<file path="config.mk">
export PLATFORM = sky130hd
export DESIGN_NAME = operating_watchdog
export DESIGN_NICKNAME = d
export VERILOG_FILES = /design/src/wdt_pkg.sv /design/src/operating_watchdog.sv
export SDC_FILE = /design/constraint.sdc
export NUM_CORES = 1
export LEC_CHECK = 0
export ABC_AREA = 1
export BUFFER_PORTS_ARGS = -buffer_cell sky130_fd_sc_hd__buf_2
export CORE_AREA = 2 2 104 106
export DETAILED_ROUTE_END_ITERATION = 7
export DIE_AREA = 0 0 106 108
export PLACE_DENSITY = 0.56
export SETUP_SLACK_MARGIN = 0.15
export SLEW_MARGIN = 25
export SYNTH_ARGS = -nofsm -noshare
export SYNTH_HDL_FRONTEND = slang
export SYNTH_SLANG_ARGS = --single-unit
export TNS_END_PERCENT = 20
</file>
<file path="constraint.sdc">
create_clock -name pclk -period 1.6 [get_ports pclk]
set_input_delay 0.32 -clock pclk [delete_from_list [all_inputs] [get_ports pclk]]
set_output_delay 0.32 -clock pclk [all_outputs]
set_load 0.05 [all_outputs]
</file>
<file path="src/wdt_pkg.sv">
// Constants, register map and carrier types for the operating watchdog.
// Assumes a 32-bit APB slave with byte addressing and word registers.
package wdt_pkg;

	// ****************************************
	// Register map: index, then byte address
	// ****************************************
	localparam int ADDR_W = 18;
	localparam logic [15:0] SERVICE_IDX = 16'hFFFF;
	localparam logic [15:0] OPTION_IDX = 16'h0000;
	localparam logic [15:0] CAUSE_IDX = 16'h0001;
	localparam logic [15:0] EV_STATUS_IDX = 16'h0002;
	localparam logic [15:0] EV_ENABLE_IDX = 16'h0003;
	localparam logic [15:0] EV_CLEAR_IDX = 16'h0004;
	localparam logic [17:0] SERVICE_ADDR = {SERVICE_IDX, 2'b00};
	localparam logic [17:0] OPTION_ADDR = {OPTION_IDX, 2'b00};
	localparam logic [17:0] CAUSE_ADDR = {CAUSE_IDX, 2'b00};
	localparam logic [17:0] EV_STATUS_ADDR = {EV_STATUS_IDX, 2'b00};
	localparam logic [17:0] EV_ENABLE_ADDR = {EV_ENABLE_IDX, 2'b00};
	localparam logic [17:0] EV_CLEAR_ADDR = {EV_CLEAR_IDX, 2'b00};

	// ****************************************
	// Fields and reset values
	// ****************************************
	localparam int EV_W = 3;
	localparam int EV_TIMEOUT_BIT = 0;
	localparam int EV_SERVICE_BIT = 1;
	localparam int EV_STOP_BIT = 2;
	localparam int CAUSE_WDT_BIT = 0;
	localparam logic [2:0] OPTION_RESET = 3'h0;
	localparam logic [EV_W-1:0] EV_ENABLE_RESET = 3'h0;

	// ****************************************
	// Timing: prescaler bits, then lengths in crystal clock cycles
	// ****************************************
	localparam int PRE_KEEP_BITS = 4;
	localparam int RATE0_TAP = 7;
	localparam int RST_PULSE_CYCLES = 32;
	localparam int POR_CLEAR_CYCLES = 4096;

	typedef struct packed
	{
		logic stop_enable;
		logic rate_select;
		logic disable_opt;
	} option_t;

	typedef struct packed
	{
		logic monitor_mode;
		logic break_state;
		logic stop_instr;
		logic wake;
		logic vector_fetch;
		logic internal_reset;
	} sys_events_t;

	typedef enum logic [1:0]
	{
		ST_RUN = 2'b00,
		ST_STOPPED = 2'b01,
		ST_PULSE = 2'b10
	} wd_state_t;

endpackage : wdt_pkg
</file>
<file path="src/operating_watchdog.sv">
// Operating watchdog: prescaler, 6-bit counter, reset pulse, APB registers.
// Assumes pclk is the crystal clock and system events are pclk pulses; monitor and break states are levels.
//
// Decided for this implementation: the APB slave port.
`timescale 1ns/1ps
`default_nettype none

module operating_watchdog
#(
	parameter int PRE_W = 12,
	parameter int CNT_W = 6
)
(
	input wire logic pclk,
	input wire logic presetn,
	input wire logic [wdt_pkg::ADDR_W-1:0] paddr,
	input wire logic psel,
	input wire logic penable,
	input wire logic pwrite,
	input wire logic [31:0] pwdata,
	output logic [31:0] prdata,
	output logic pready,
	output logic pslverr,
	input wire wdt_pkg::sys_events_t sys,
	input wire logic [7:0] reset_vector_low,
	input wire logic hv_reset_pin,
	input wire logic hv_irq_pin,
	output logic rst_pin_out,
	output logic rst_pin_oe,
	output logic watchdog_reset_req,
	output logic event_irq
);
	import wdt_pkg::*;

	// Tap and counter widths the logic can serve
	if (PRE_W < RATE0_TAP + 1 || PRE_W > 24 || CNT_W < 1 || CNT_W > 16)
	begin : g_bad_width
		$error("operating_watchdog: unsupported widths");
	end

	// ****************************************
	// Pin synchronisers
	// ****************************************
	logic [1:0] hv_rst_q;
	logic [1:0] hv_irq_q;
	wire hv_rst = hv_rst_q[1];
	wire hv_irq = hv_irq_q[1];

	always_ff @(posedge pclk or negedge presetn)
	begin
		if (!presetn)
		begin
			hv_rst_q <= 2'b00;
			hv_irq_q <= 2'b00;
		end
		else
		begin
			hv_rst_q <= {hv_rst_q[0], hv_reset_pin};
			hv_irq_q <= {hv_irq_q[0], hv_irq_pin};
		end
	end

	// ****************************************
	// APB decode
	// ****************************************
	option_t option;
	logic cause_wdt;
	logic [EV_W-1:0] ev_status;
	logic [EV_W-1:0] ev_enable;

	wire setup = psel && !penable;
	wire access = psel && penable;
	wire hit_service = paddr == SERVICE_ADDR;
	wire hit_option = paddr == OPTION_ADDR;
	wire hit_cause = paddr == CAUSE_ADDR;
	wire hit_status = paddr == EV_STATUS_ADDR;
	wire hit_enable = paddr == EV_ENABLE_ADDR;
	wire hit_clear = paddr == EV_CLEAR_ADDR;
	wire mapped = hit_service || hit_option || hit_cause || hit_status
		|| hit_enable || hit_clear;
	wire wr = access && pwrite;
	wire service_wr = wr && hit_service;
	wire cause_wr = wr && hit_cause && pwdata[CAUSE_WDT_BIT];
	wire [EV_W-1:0] ev_clr = (wr && hit_clear) ? pwdata[EV_W-1:0] : '0;

	// Service read returns vector byte, no watchdog state
	wire [31:0] rd_mux =
		hit_service ? {24'h0, reset_vector_low} :
		hit_option ? {29'h0, option} :
		hit_cause ? {31'h0, cause_wdt} :
		hit_status ? {29'h0, ev_status} :
		hit_enable ? {29'h0, ev_enable} : 32'h0;

	assign pready = 1'b1;
	assign pslverr = access && !mapped;

	// Read data captured in setup so it is steady for the access phase
	always_ff @(posedge pclk or negedge presetn)
	begin
		if (!presetn)
			prdata <= 32'h0;
		else if (setup && !pwrite)
			prdata <= rd_mux;
	end

	always_ff @(posedge pclk or negedge presetn)
	begin
		if (!presetn)
		begin
			option <= OPTION_RESET;
			ev_enable <= EV_ENABLE_RESET;
		end
		else if (wr && hit_option)
			option <= pwdata[2:0];
		else if (wr && hit_enable)
			ev_enable <= pwdata[EV_W-1:0];
	end

	// ****************************************
	// Enable and mode control
	// ****************************************
	// Combinational on the synchronised pins, so dropping the test voltage re-enables two pclk edges later
	wire mon_block = sys.monitor_mode && (hv_rst || hv_irq);
	wire brk_block = sys.break_state && hv_rst;
	wire enabled = !option.disable_opt && !mon_block && !brk_block;

	wd_state_t state;
	wd_state_t next_state;
	logic [5:0] pulse_cnt;
	logic [PRE_W-1:0] pre;
	logic [CNT_W-1:0] cnt;
	logic [12:0] por_cnt;

	wire stop_take = sys.stop_instr && option.stop_enable;
	wire running = state == ST_RUN;
	// Wait mode is not an input: counting never pauses for it
	wire counting = enabled && running;
	wire tick = option.rate_select ? &pre : &pre[RATE0_TAP-1:0];
	wire wrap = counting && tick && &cnt;
	wire pulse_last = pulse_cnt == 6'(RST_PULSE_CYCLES - 1);
	wire por_hit = por_cnt == 13'(POR_CLEAR_CYCLES - 1);

	always_comb
	begin
		next_state = state;
		unique case (state)
			ST_RUN:
			begin
				if (wrap)
					next_state = ST_PULSE;
				else if (stop_take)
					next_state = ST_STOPPED;
			end
			ST_STOPPED:
			begin
				if (sys.wake)
					next_state = ST_RUN;
			end
			ST_PULSE:
			begin
				if (pulse_last)
					next_state = ST_RUN;
			end
			default:
				next_state = ST_RUN;
		endcase
	end

	always_ff @(posedge pclk or negedge presetn)
	begin
		if (!presetn)
			state <= ST_RUN;
		else
			state <= next_state;
	end

	always_ff @(posedge pclk or negedge presetn)
	begin
		if (!presetn)
			pulse_cnt <= 6'h00;
		else if (state == ST_PULSE)
			pulse_cnt <= pulse_cnt + 6'h01;
		else
			pulse_cnt <= 6'h00;
	end

	// Power-up count runs once and then parks
	always_ff @(posedge pclk or negedge presetn)
	begin
		if (!presetn)
			por_cnt <= 13'h0000;
		else if (por_cnt != 13'(POR_CLEAR_CYCLES))
			por_cnt <= por_cnt + 13'h0001;
	end

	// ****************************************
	// Prescaler and counter
	// ****************************************
	wire pre_clear = !counting || stop_take || por_hit
		|| sys.vector_fetch || sys.internal_reset;
	wire [PRE_W-1:0] keep_mask = PRE_W'((1 << PRE_KEEP_BITS) - 1);

	always_ff @(posedge pclk or negedge presetn)
	begin
		if (!presetn)
			pre <= '0;
		else if (pre_clear)
			pre <= '0;
		else if (service_wr)
			pre <= (pre & keep_mask) + PRE_W'(1);
		else
			pre <= pre + PRE_W'(1);
	end

	// Counter is held clear while disabled, so no reset can come
	always_ff @(posedge pclk or negedge presetn)
	begin
		if (!presetn)
			cnt <= '0;
		else if (!counting || sys.internal_reset || service_wr)
			cnt <= '0;
		else if (tick)
			cnt <= cnt + CNT_W'(1);
	end

	// ****************************************
	// Reset output and cause flag
	// ****************************************
	// Open-drain pin: only ever pulled low
	assign rst_pin_out = 1'b0;
	assign rst_pin_oe = state == ST_PULSE;

	always_ff @(posedge pclk or negedge presetn)
	begin
		if (!presetn)
		begin
			watchdog_reset_req <= 1'b0;
			cause_wdt <= 1'b0;
		end
		else
		begin
			watchdog_reset_req <= wrap;
			if (wrap)
				cause_wdt <= 1'b1;
			else if (cause_wr)
				cause_wdt <= 1'b0;
		end
	end

	// ****************************************
	// Event status and monitor line
	// ****************************************
	wire [EV_W-1:0] ev_set = {stop_take && running, service_wr, wrap};

	// Set wins over a clear in the same cycle
	always_ff @(posedge pclk or negedge presetn)
	begin
		if (!presetn)
			ev_status <= '0;
		else
			ev_status <= (ev_status & ~ev_clr) | ev_set;
	end

	// System event line only, never a processor interrupt request
	assign event_irq = |(ev_status & ev_enable);

	// ****************************************
	// Checks
	// ****************************************
	logic [6:0] oe_len;

	always_ff @(posedge pclk or negedge presetn)
	begin
		if (!presetn)
			oe_len <= 7'h00;
		else if (rst_pin_oe)
			oe_len <= oe_len + 7'h01;
		else
			oe_len <= 7'h00;
	end

	chk_service_clears: assert property (
		@(posedge pclk) disable iff (!presetn)
		service_wr |=> cnt == '0 && ($past(pre_clear) ? pre == '0
		: pre == ($past(pre) & keep_mask) + PRE_W'(1)))
		else $error("service write did not clear counter");
	chk_read_vector: assert property (
		@(posedge pclk) disable iff (!presetn)
		setup && !pwrite && hit_service
		|=> prdata == {24'h0, $past(reset_vector_low)})
		else $error("service read not vector low byte");
	chk_pulse_len: assert property (
		@(posedge pclk) disable iff (!presetn)
		$fell(rst_pin_oe) |-> oe_len == 7'(RST_PULSE_CYCLES))
		else $error("reset pulse length wrong");
	chk_wrap_reset: assert property (
		@(posedge pclk) disable iff (!presetn)
		wrap |=> rst_pin_oe && watchdog_reset_req && cause_wdt)
		else $error("timeout did not reset");
	chk_cause_sticky: assert property (
		@(posedge pclk) disable iff (!presetn)
		cause_wdt && !cause_wr |=> cause_wdt)
		else $error("watchdog cause flag lost");
	chk_monitor_hv: assert property (
		@(posedge pclk) disable iff (!presetn)
		sys.monitor_mode && hv_irq |=> cnt == '0 || !$past(sys.monitor_mode))
		else $error("monitor voltage did not disable");
	chk_monitor_release: assert property (
		@(posedge pclk) disable iff (!presetn)
		sys.monitor_mode && !hv_rst && !hv_irq && !brk_block
		&& !option.disable_opt && running |-> counting)
		else $error("monitor release did not enable");
	chk_break_hv: assert property (
		@(posedge pclk) disable iff (!presetn)
		sys.break_state && hv_rst |-> !wrap ##1 cnt == '0)
		else $error("break voltage did not disable");
	chk_stop_halt: assert property (
		@(posedge pclk) disable iff (!presetn)
		stop_take && running && !wrap |=> state == ST_STOPPED && pre == '0)
		else $error("stop did not halt watchdog");
	chk_stop_gated: assert property (
		@(posedge pclk) disable iff (!presetn)
		sys.stop_instr && !option.stop_enable && running && !wrap
		|=> state == ST_RUN)
		else $error("stop taken while not enabled");
	chk_internal_rst: assert property (
		@(posedge pclk) disable iff (!presetn)
		sys.internal_reset |=> cnt == '0 && pre == '0)
		else $error("internal reset did not clear");
	chk_por_clear: assert property (
		@(posedge pclk) disable iff (!presetn)
		por_hit |=> pre == '0)
		else $error("power-up clear missed");
	chk_vector_clear: assert property (
		@(posedge pclk) disable iff (!presetn)
		sys.vector_fetch |=> pre == '0)
		else $error("vector fetch did not clear prescaler");
	chk_disabled_quiet: assert property (
		@(posedge pclk) disable iff (!presetn)
		option.disable_opt && running |=> cnt == '0 && !rst_pin_oe)
		else $error("disabled watchdog counted");
	chk_request_once: assert property (
		@(posedge pclk) disable iff (!presetn)
		watchdog_reset_req |=> !watchdog_reset_req)
		else $error("reset request longer than one cycle");
	chk_tick_rate: assert property (
		@(posedge pclk) disable iff (!presetn)
		counting && !option.rate_select && !tick && !service_wr
		&& !pre_clear |=> $stable(cnt))
		else $error("counter advanced off tick");
	chk_rate1_tick: assert property (
		@(posedge pclk) disable iff (!presetn)
		counting && option.rate_select && !tick && !service_wr
		&& !pre_clear |=> $stable(cnt))
		else $error("slow rate counter advanced off tick");

	// ****************************************
	// Scenario covers
	// ****************************************
	cov_timeout: cover property (@(posedge pclk) disable iff (!presetn)
		wrap ##1 rst_pin_oe);
	cov_stop_wake: cover property (@(posedge pclk) disable iff (!presetn)
		state == ST_STOPPED ##1 sys.wake);
	cov_service: cover property (@(posedge pclk) disable iff (!presetn)
		service_wr && cnt != '0);
	cov_rate_slow: cover property (@(posedge pclk) disable iff (!presetn)
		wrap && option.rate_select);
	cov_monitor_release: cover property (@(posedge pclk) disable iff (!presetn)
		$fell(mon_block) ##1 counting);

endmodule : operating_watchdog

`default_nettype wire

</file>
Yosys cells after proc, flatten, opt, wreduce, memory -nomap -nowiden
Index checks and enable logic that the tools add are counted.
- bits in registers: 86
- bits in latches: 0
- memory bits (writable): 0
- bits in read-only memories: 0
- bits of input ports: 71
- output and inout bits: 38
- memories kept: 0
- add/sub/neg operators: 5
- $mul: 0
- divide/modulo/power cells: 0
- order comparisons: 0
- equality and inequality tests: 13
- shifts and indexed selects: 0
- multiplexer cells: 19
- bitwise operators: 5
- reduce and logical (&&, ||, !) cells: 49
- operators with widths (operator ; count):
    == test 18 x 4 -> 1 bit, second input constant ; 2
    2-to-1 mux 12 bit ; 2
    logical AND 1 bit ; 20
    == test 18 bit, second input constant ; 1
    == test 18 x 3 -> 1 bit, second input constant ; 1
    == test 18 x 5 -> 1 bit, second input constant ; 1
    logical NOT 18 bit ; 1
    2-to-1 mux 6 bit ; 3
    2-to-1 mux 3 bit ; 5
    adder 13 x 1 -> 13 bit, second input constant ; 1
    == test 13 x 12 -> 1 bit, second input constant ; 1
    inequality test 13 bit, second input constant ; 1
    adder 12 x 1 -> 12 bit, second input constant ; 1
    adder 6 x 1 -> 6 bit, second input constant ; 2
    logical OR 1 bit ; 12
    AND reduction 12 bit ; 1
    2-to-1 mux 2 bit ; 4
    2-to-1 mux 8 bit ; 1
    logical NOT 1 bit ; 7
    AND reduction 7 bit ; 1
    bitwise AND 3 bit ; 2
    == test 6 x 5 -> 1 bit, second input constant ; 1
    one-hot mux 2 bit (3 select lines) ; 1
    AND reduction 6 bit ; 1
    15 further kinds ; 18

Longest topological paths before layout
- depth in word-level cells: 12
- mapped depth: 11
- depth with buffers taken out: 11

Worst setup path before layout
OpenSTA, ideal clock, no wires.
- kind: input to output
- start: input port paddr[4] in the netlist's numbering
- end: output port pslverr
- data arrival time: 2.199 ns
- required time: 1.280 ns
- slack: -0.919 ns
- stages: 6
- path buffers: 0
- cells stage by stage: inv_1 -> nand3_2 -> inv_1 -> nand4_1 -> nand2_1 -> nor4_1
- longest elaborated chain between the ends: 8
- elaborated cells on any way between the ends: 13
- those cells by class: eq/ne (5); reduce/logical (8)
- ends and longest elaborated chain (item ; line ; text):
    start: declaration ; operating_watchdog.sv:16 ; input wire logic [wdt_pkg::ADDR_W-1:0] paddr,
    == test 18 bit / logical NOT 18 bit (equally long branches) ; operating_watchdog.sv:73, operating_watchdog.sv:74 ;
    logical OR 1 bit (3 in series) ; operating_watchdog.sv:79 ; wire mapped = hit_service || hit_option || hit_cause || hit_status
    logical OR 1 bit ; operating_watchdog.sv:80 ; || hit_enable || hit_clear;
    logical OR 1 bit * ; operating_watchdog.sv:80 ;
    logical NOT 1 bit * ; operating_watchdog.sv:95 ; assign pslverr = access && !mapped;
    logical AND 1 bit * ; operating_watchdog.sv:95 ;
    end: declaration ; operating_watchdog.sv:23 ; output logic pslverr,
Every way passes the cells marked *; elsewhere a longest branch is shown, timed or not.

Worst setup path in the final report
- start: input port paddr[9] in the netlist's numbering
- end: output port pslverr
Same word-level chain as after synthesis.

==> results.toml <==
[run_status]
status = "complete, but fails checks"
violations = "setup timing"

[route]
vias_per_cell = 4.444
wl_per_cell_um = 11.45
postRouteAntennaNets = 0
drt_first_pass_iters = 4
drt_wl_total_um = 7866
num_vias = 3053
drcViolationCount = 0
drtIter0Drc = 89

[place]
place_hpwl_um = 5714
placed_cells = 659
routabilityCongestion = 0.7870
io_buffers = 53
place_ws_ns = -0.1858

[floorplan]
die_x_um = 106
ios = 109
start_util_pct = 34.88
die_y_um = 108
row_count = 37
die_area_um2 = 11450
core_um2 = 10230

[grt]
grtUsageTotal_pct = 14.68
grt_max_degree = 63
grt_pass1_wl_um = 13270
grt_remaining_overflow = 0
first_global_vias = 3006
grt_antenna_before_repair = 0

[worst_setup_path]
path_delay_family = "simple AND/OR/NAND/NOR gates"
cp_num_buf_inv = 2
critPathSlowestCell = "nor2_4"
cp-end-kind = "primary output"
r2r_slack_ns = 0.03
cp_max_fo = 7
rr_startpoint = "pre[1]"
path_class = "in2out"
r2r-end = "state[0]"
critPathMaxStageDelay_ns = 0.21
cp.required_ns = 1.28
crit_chain = "buf_2 > nor2_1 > nand3_1 > nor2_4 > nand4_1 > nand2_2 > nor4_4 > buf_6"
rr_worst_depth = 8
critPathLaunchType = "input port"
arrival_ns = 1.29

[layout]
area_growth_pct = 32.01
final_layout_size_suffix_gt1_share_pct = 34.12
fin_util_pct = 46.04
final_cells = 687
final_nets = 622
insertedDiodeCount = 0

[synth]
synth_area_um2 = 3568
ys_ff_latch = 62
synthDistinctLibCells = 34
yosysWarnings = 0
avgSynthCellArea_um2 = 8.110
netlist_instances = 440
synth-seq-area-share_pct = 43.48

[power]
power_frac_clock_pct = 41.4
power.density_nw_per_um2 = 712.6
pwr-share-comb_pct = 11.6
p_sw_share_pct = 25.99
p_int_w = 0.002485
power_frac_seq_pct = 47.0
p_sw_w = 0.0008726
cellLeakagePower_nw = 2.355
ir_drop_v = 0.0007087
power_w = 0.003357

[timing]
hold_viol = 0
rsz0062_at_grt = "yes"
skew_ns = 0.01185
setup_violations = 1
setup_ws_ns = -0.01226
tns_ns = -0.01226
max_freq_mhz = 620.2
slew_viol_final = 0
fin_crit_sh_pct = 100.8
min_period_ns = 1.612

[clocking]
cts_made_buffers = 9
clkTransAtPathRegs_ns = 0.06
worstSkewPairLatency_ns = 0.35
cts.sink_count = 62
cts_buffer_depth = 2
root_buffer = "clkbuf_8"
cts_tree = "yes"
cts_max_level = 3

[hold_path]
hold-path-cell-count = 1
holdPathEnd = "hv_rst_q[0]"
hp-start = "hv_reset_pin"
hp-class = "in2reg"

[flow_run]
max_cap_viol_count = 0
## layout make-up
class,instances,area [um2]
Clock buffer,12,155.1
Clock inverter,4,45.04
Fill cell,1017,5520
Inverter,66,250.2
Multi-Input combinational cell,311,1867
Sequential cell,62,1553
Tap cell,136,170.2
Timing Repair Buffer,96,670.6
## flip-flops by register name, indices dropped and copies added (netlist names)
register	cells
por_cnt	13
pre	12
option	3
hv_irq_q	2
watchdog_reset_req	1
ev_enable	3
cause_wdt	1
ev_status	3
pulse_cnt	6
state	2
cnt	6
prdata	8
hv_rst_q	2
## routing by layer
layer	track usage, %	share of wire, %	vias up
li1	-	-	1565
met1	17.12	44	1411
met2	25.85	50	66
met3	3.737	4.1	11
met4	6.015	1.8	0
met5	0	0	-
## what timing repair did
| item | CTS | global route |
|---|---|---|
| pin swaps | 39 | 20 |
| endpoints found under the setup margin | 27 | 32 |
| buffers inserted | 8 | 2 |
| hold buffers | 1 | 0 |
| gates resized for setup | 47 | 10 |
| hold endpoints to repair | 62 | 0 |
| cloned | 1 | 0 |
## worst max-delay path by stage
stage | startpoint | end | slack, ns | depth (start not counted)
2_1_floorplan | paddr[5] | pslverr | -0.06 | 7
3_3_place_gp | paddr[17] | pslverr | -0.17 | 8
3_5_place_dp | paddr[17] | pslverr | -0.19 | 8
4_1_cts | paddr[9] | pslverr | -0.02 | 8
5_1_grt | pre[1] | state[0] | -0.13 | 8
6_report | paddr[9] | pslverr | -0.01 | 8
## cell usage in the layout, fill, tap and decap left out, types with 3 or more instances in the layout
master and n:
a21oi_1 10, nand3_1 20, clkbuf_8 11, nand2_4 5
buf_8 4, conb_1 26, nor2_2 10, nor3b_2 5
nor3_1 5, clkinv_2 3, nor2_1 36, nand2_2 17
nor3_2 6, dfrtp_1 61, inv_1 59, o21ai_0 18
inv_2 6, buf_2 47, ha_1 3, nand3_2 3
buf_6 6, nor2_4 8, o21ai_1 6, nand4_1 15
buf_4 37, nand2_1 79, nand3_4 4, xor2_1 15
## metrics by stage
step | hold WS, ns | instance area (um2)
2_1_floorplan | 0.02441 | 3706
3_3_place_gp | 0.3364 | 4199
3_5_place_dp | 0.3385 | 4199
4_1_cts | 0.05953 | 4658
5_1_grt | 0.06112 | 4711
6_report | 0.08346 | 4711
## logic make-up after synthesis
| group | Yosys count | synth area share [%] |
|---|---|---|
| AND/OR/NAND/NOR | 221 | 31.80 |
| buffers and inverters | 92 | 12.41 |
| flip-flops | 62 | 43.48 |
| AO/OA/AOI/OAI | 41 | 6.171 |
| XOR/XNOR | 17 | 4.173 |
| adder cells (fa/ha/maj) | 5 | 1.753 |
| other | 2 | 0.2105 |
## power groups by stage
| stage | clock network [W] | logic (W) | registers, W |
|---|---|---|---|
| after floorplan | 0 | 0.000262 | 0.00161 |
| after CTS | 0.00144 | 0.000393 | 0.00158 |
| final | 0.00139 | 0.000391 | 0.00158 |
| after detailed placement | 0 | 0.000364 | 0.00161 |
| after global placement | 0 | 0.000361 | 0.00161 |
| after global routing | 0.00150 | 0.000425 | 0.00158 |
## synthesized netlist by cell type, drive strengths merged
| library cell | number | area share (%) |
|---|---|---|
| nor4 | 3 | 0.70 |
| nand4 | 17 | 3.3 |
| o2111ai | 1 | 0.25 |
| nand3b | 2 | 0.42 |
| xnor2 | 2 | 0.49 |
| a21oi | 12 | 1.7 |
| conb | 2 | 0.21 |
| o21bai | 2 | 0.42 |
| nor3b | 5 | 1.5 |
| o21a | 1 | 0.21 |
| a31o | 1 | 0.25 |
| xor2 | 15 | 3.7 |
| nand3 | 27 | 4.7 |
| o21ai | 24 | 3.4 |
| nor2 | 54 | 7.2 |
| buf | 26 | 5.5 |
| dfrtp | 62 | 43 |
| nand2 | 100 | 11 |
| ha | 5 | 1.8 |
| nor3 | 13 | 2.7 |
| inv | 66 | 6.9 |
No activity file was read; power rests on OpenSTA's default activity.
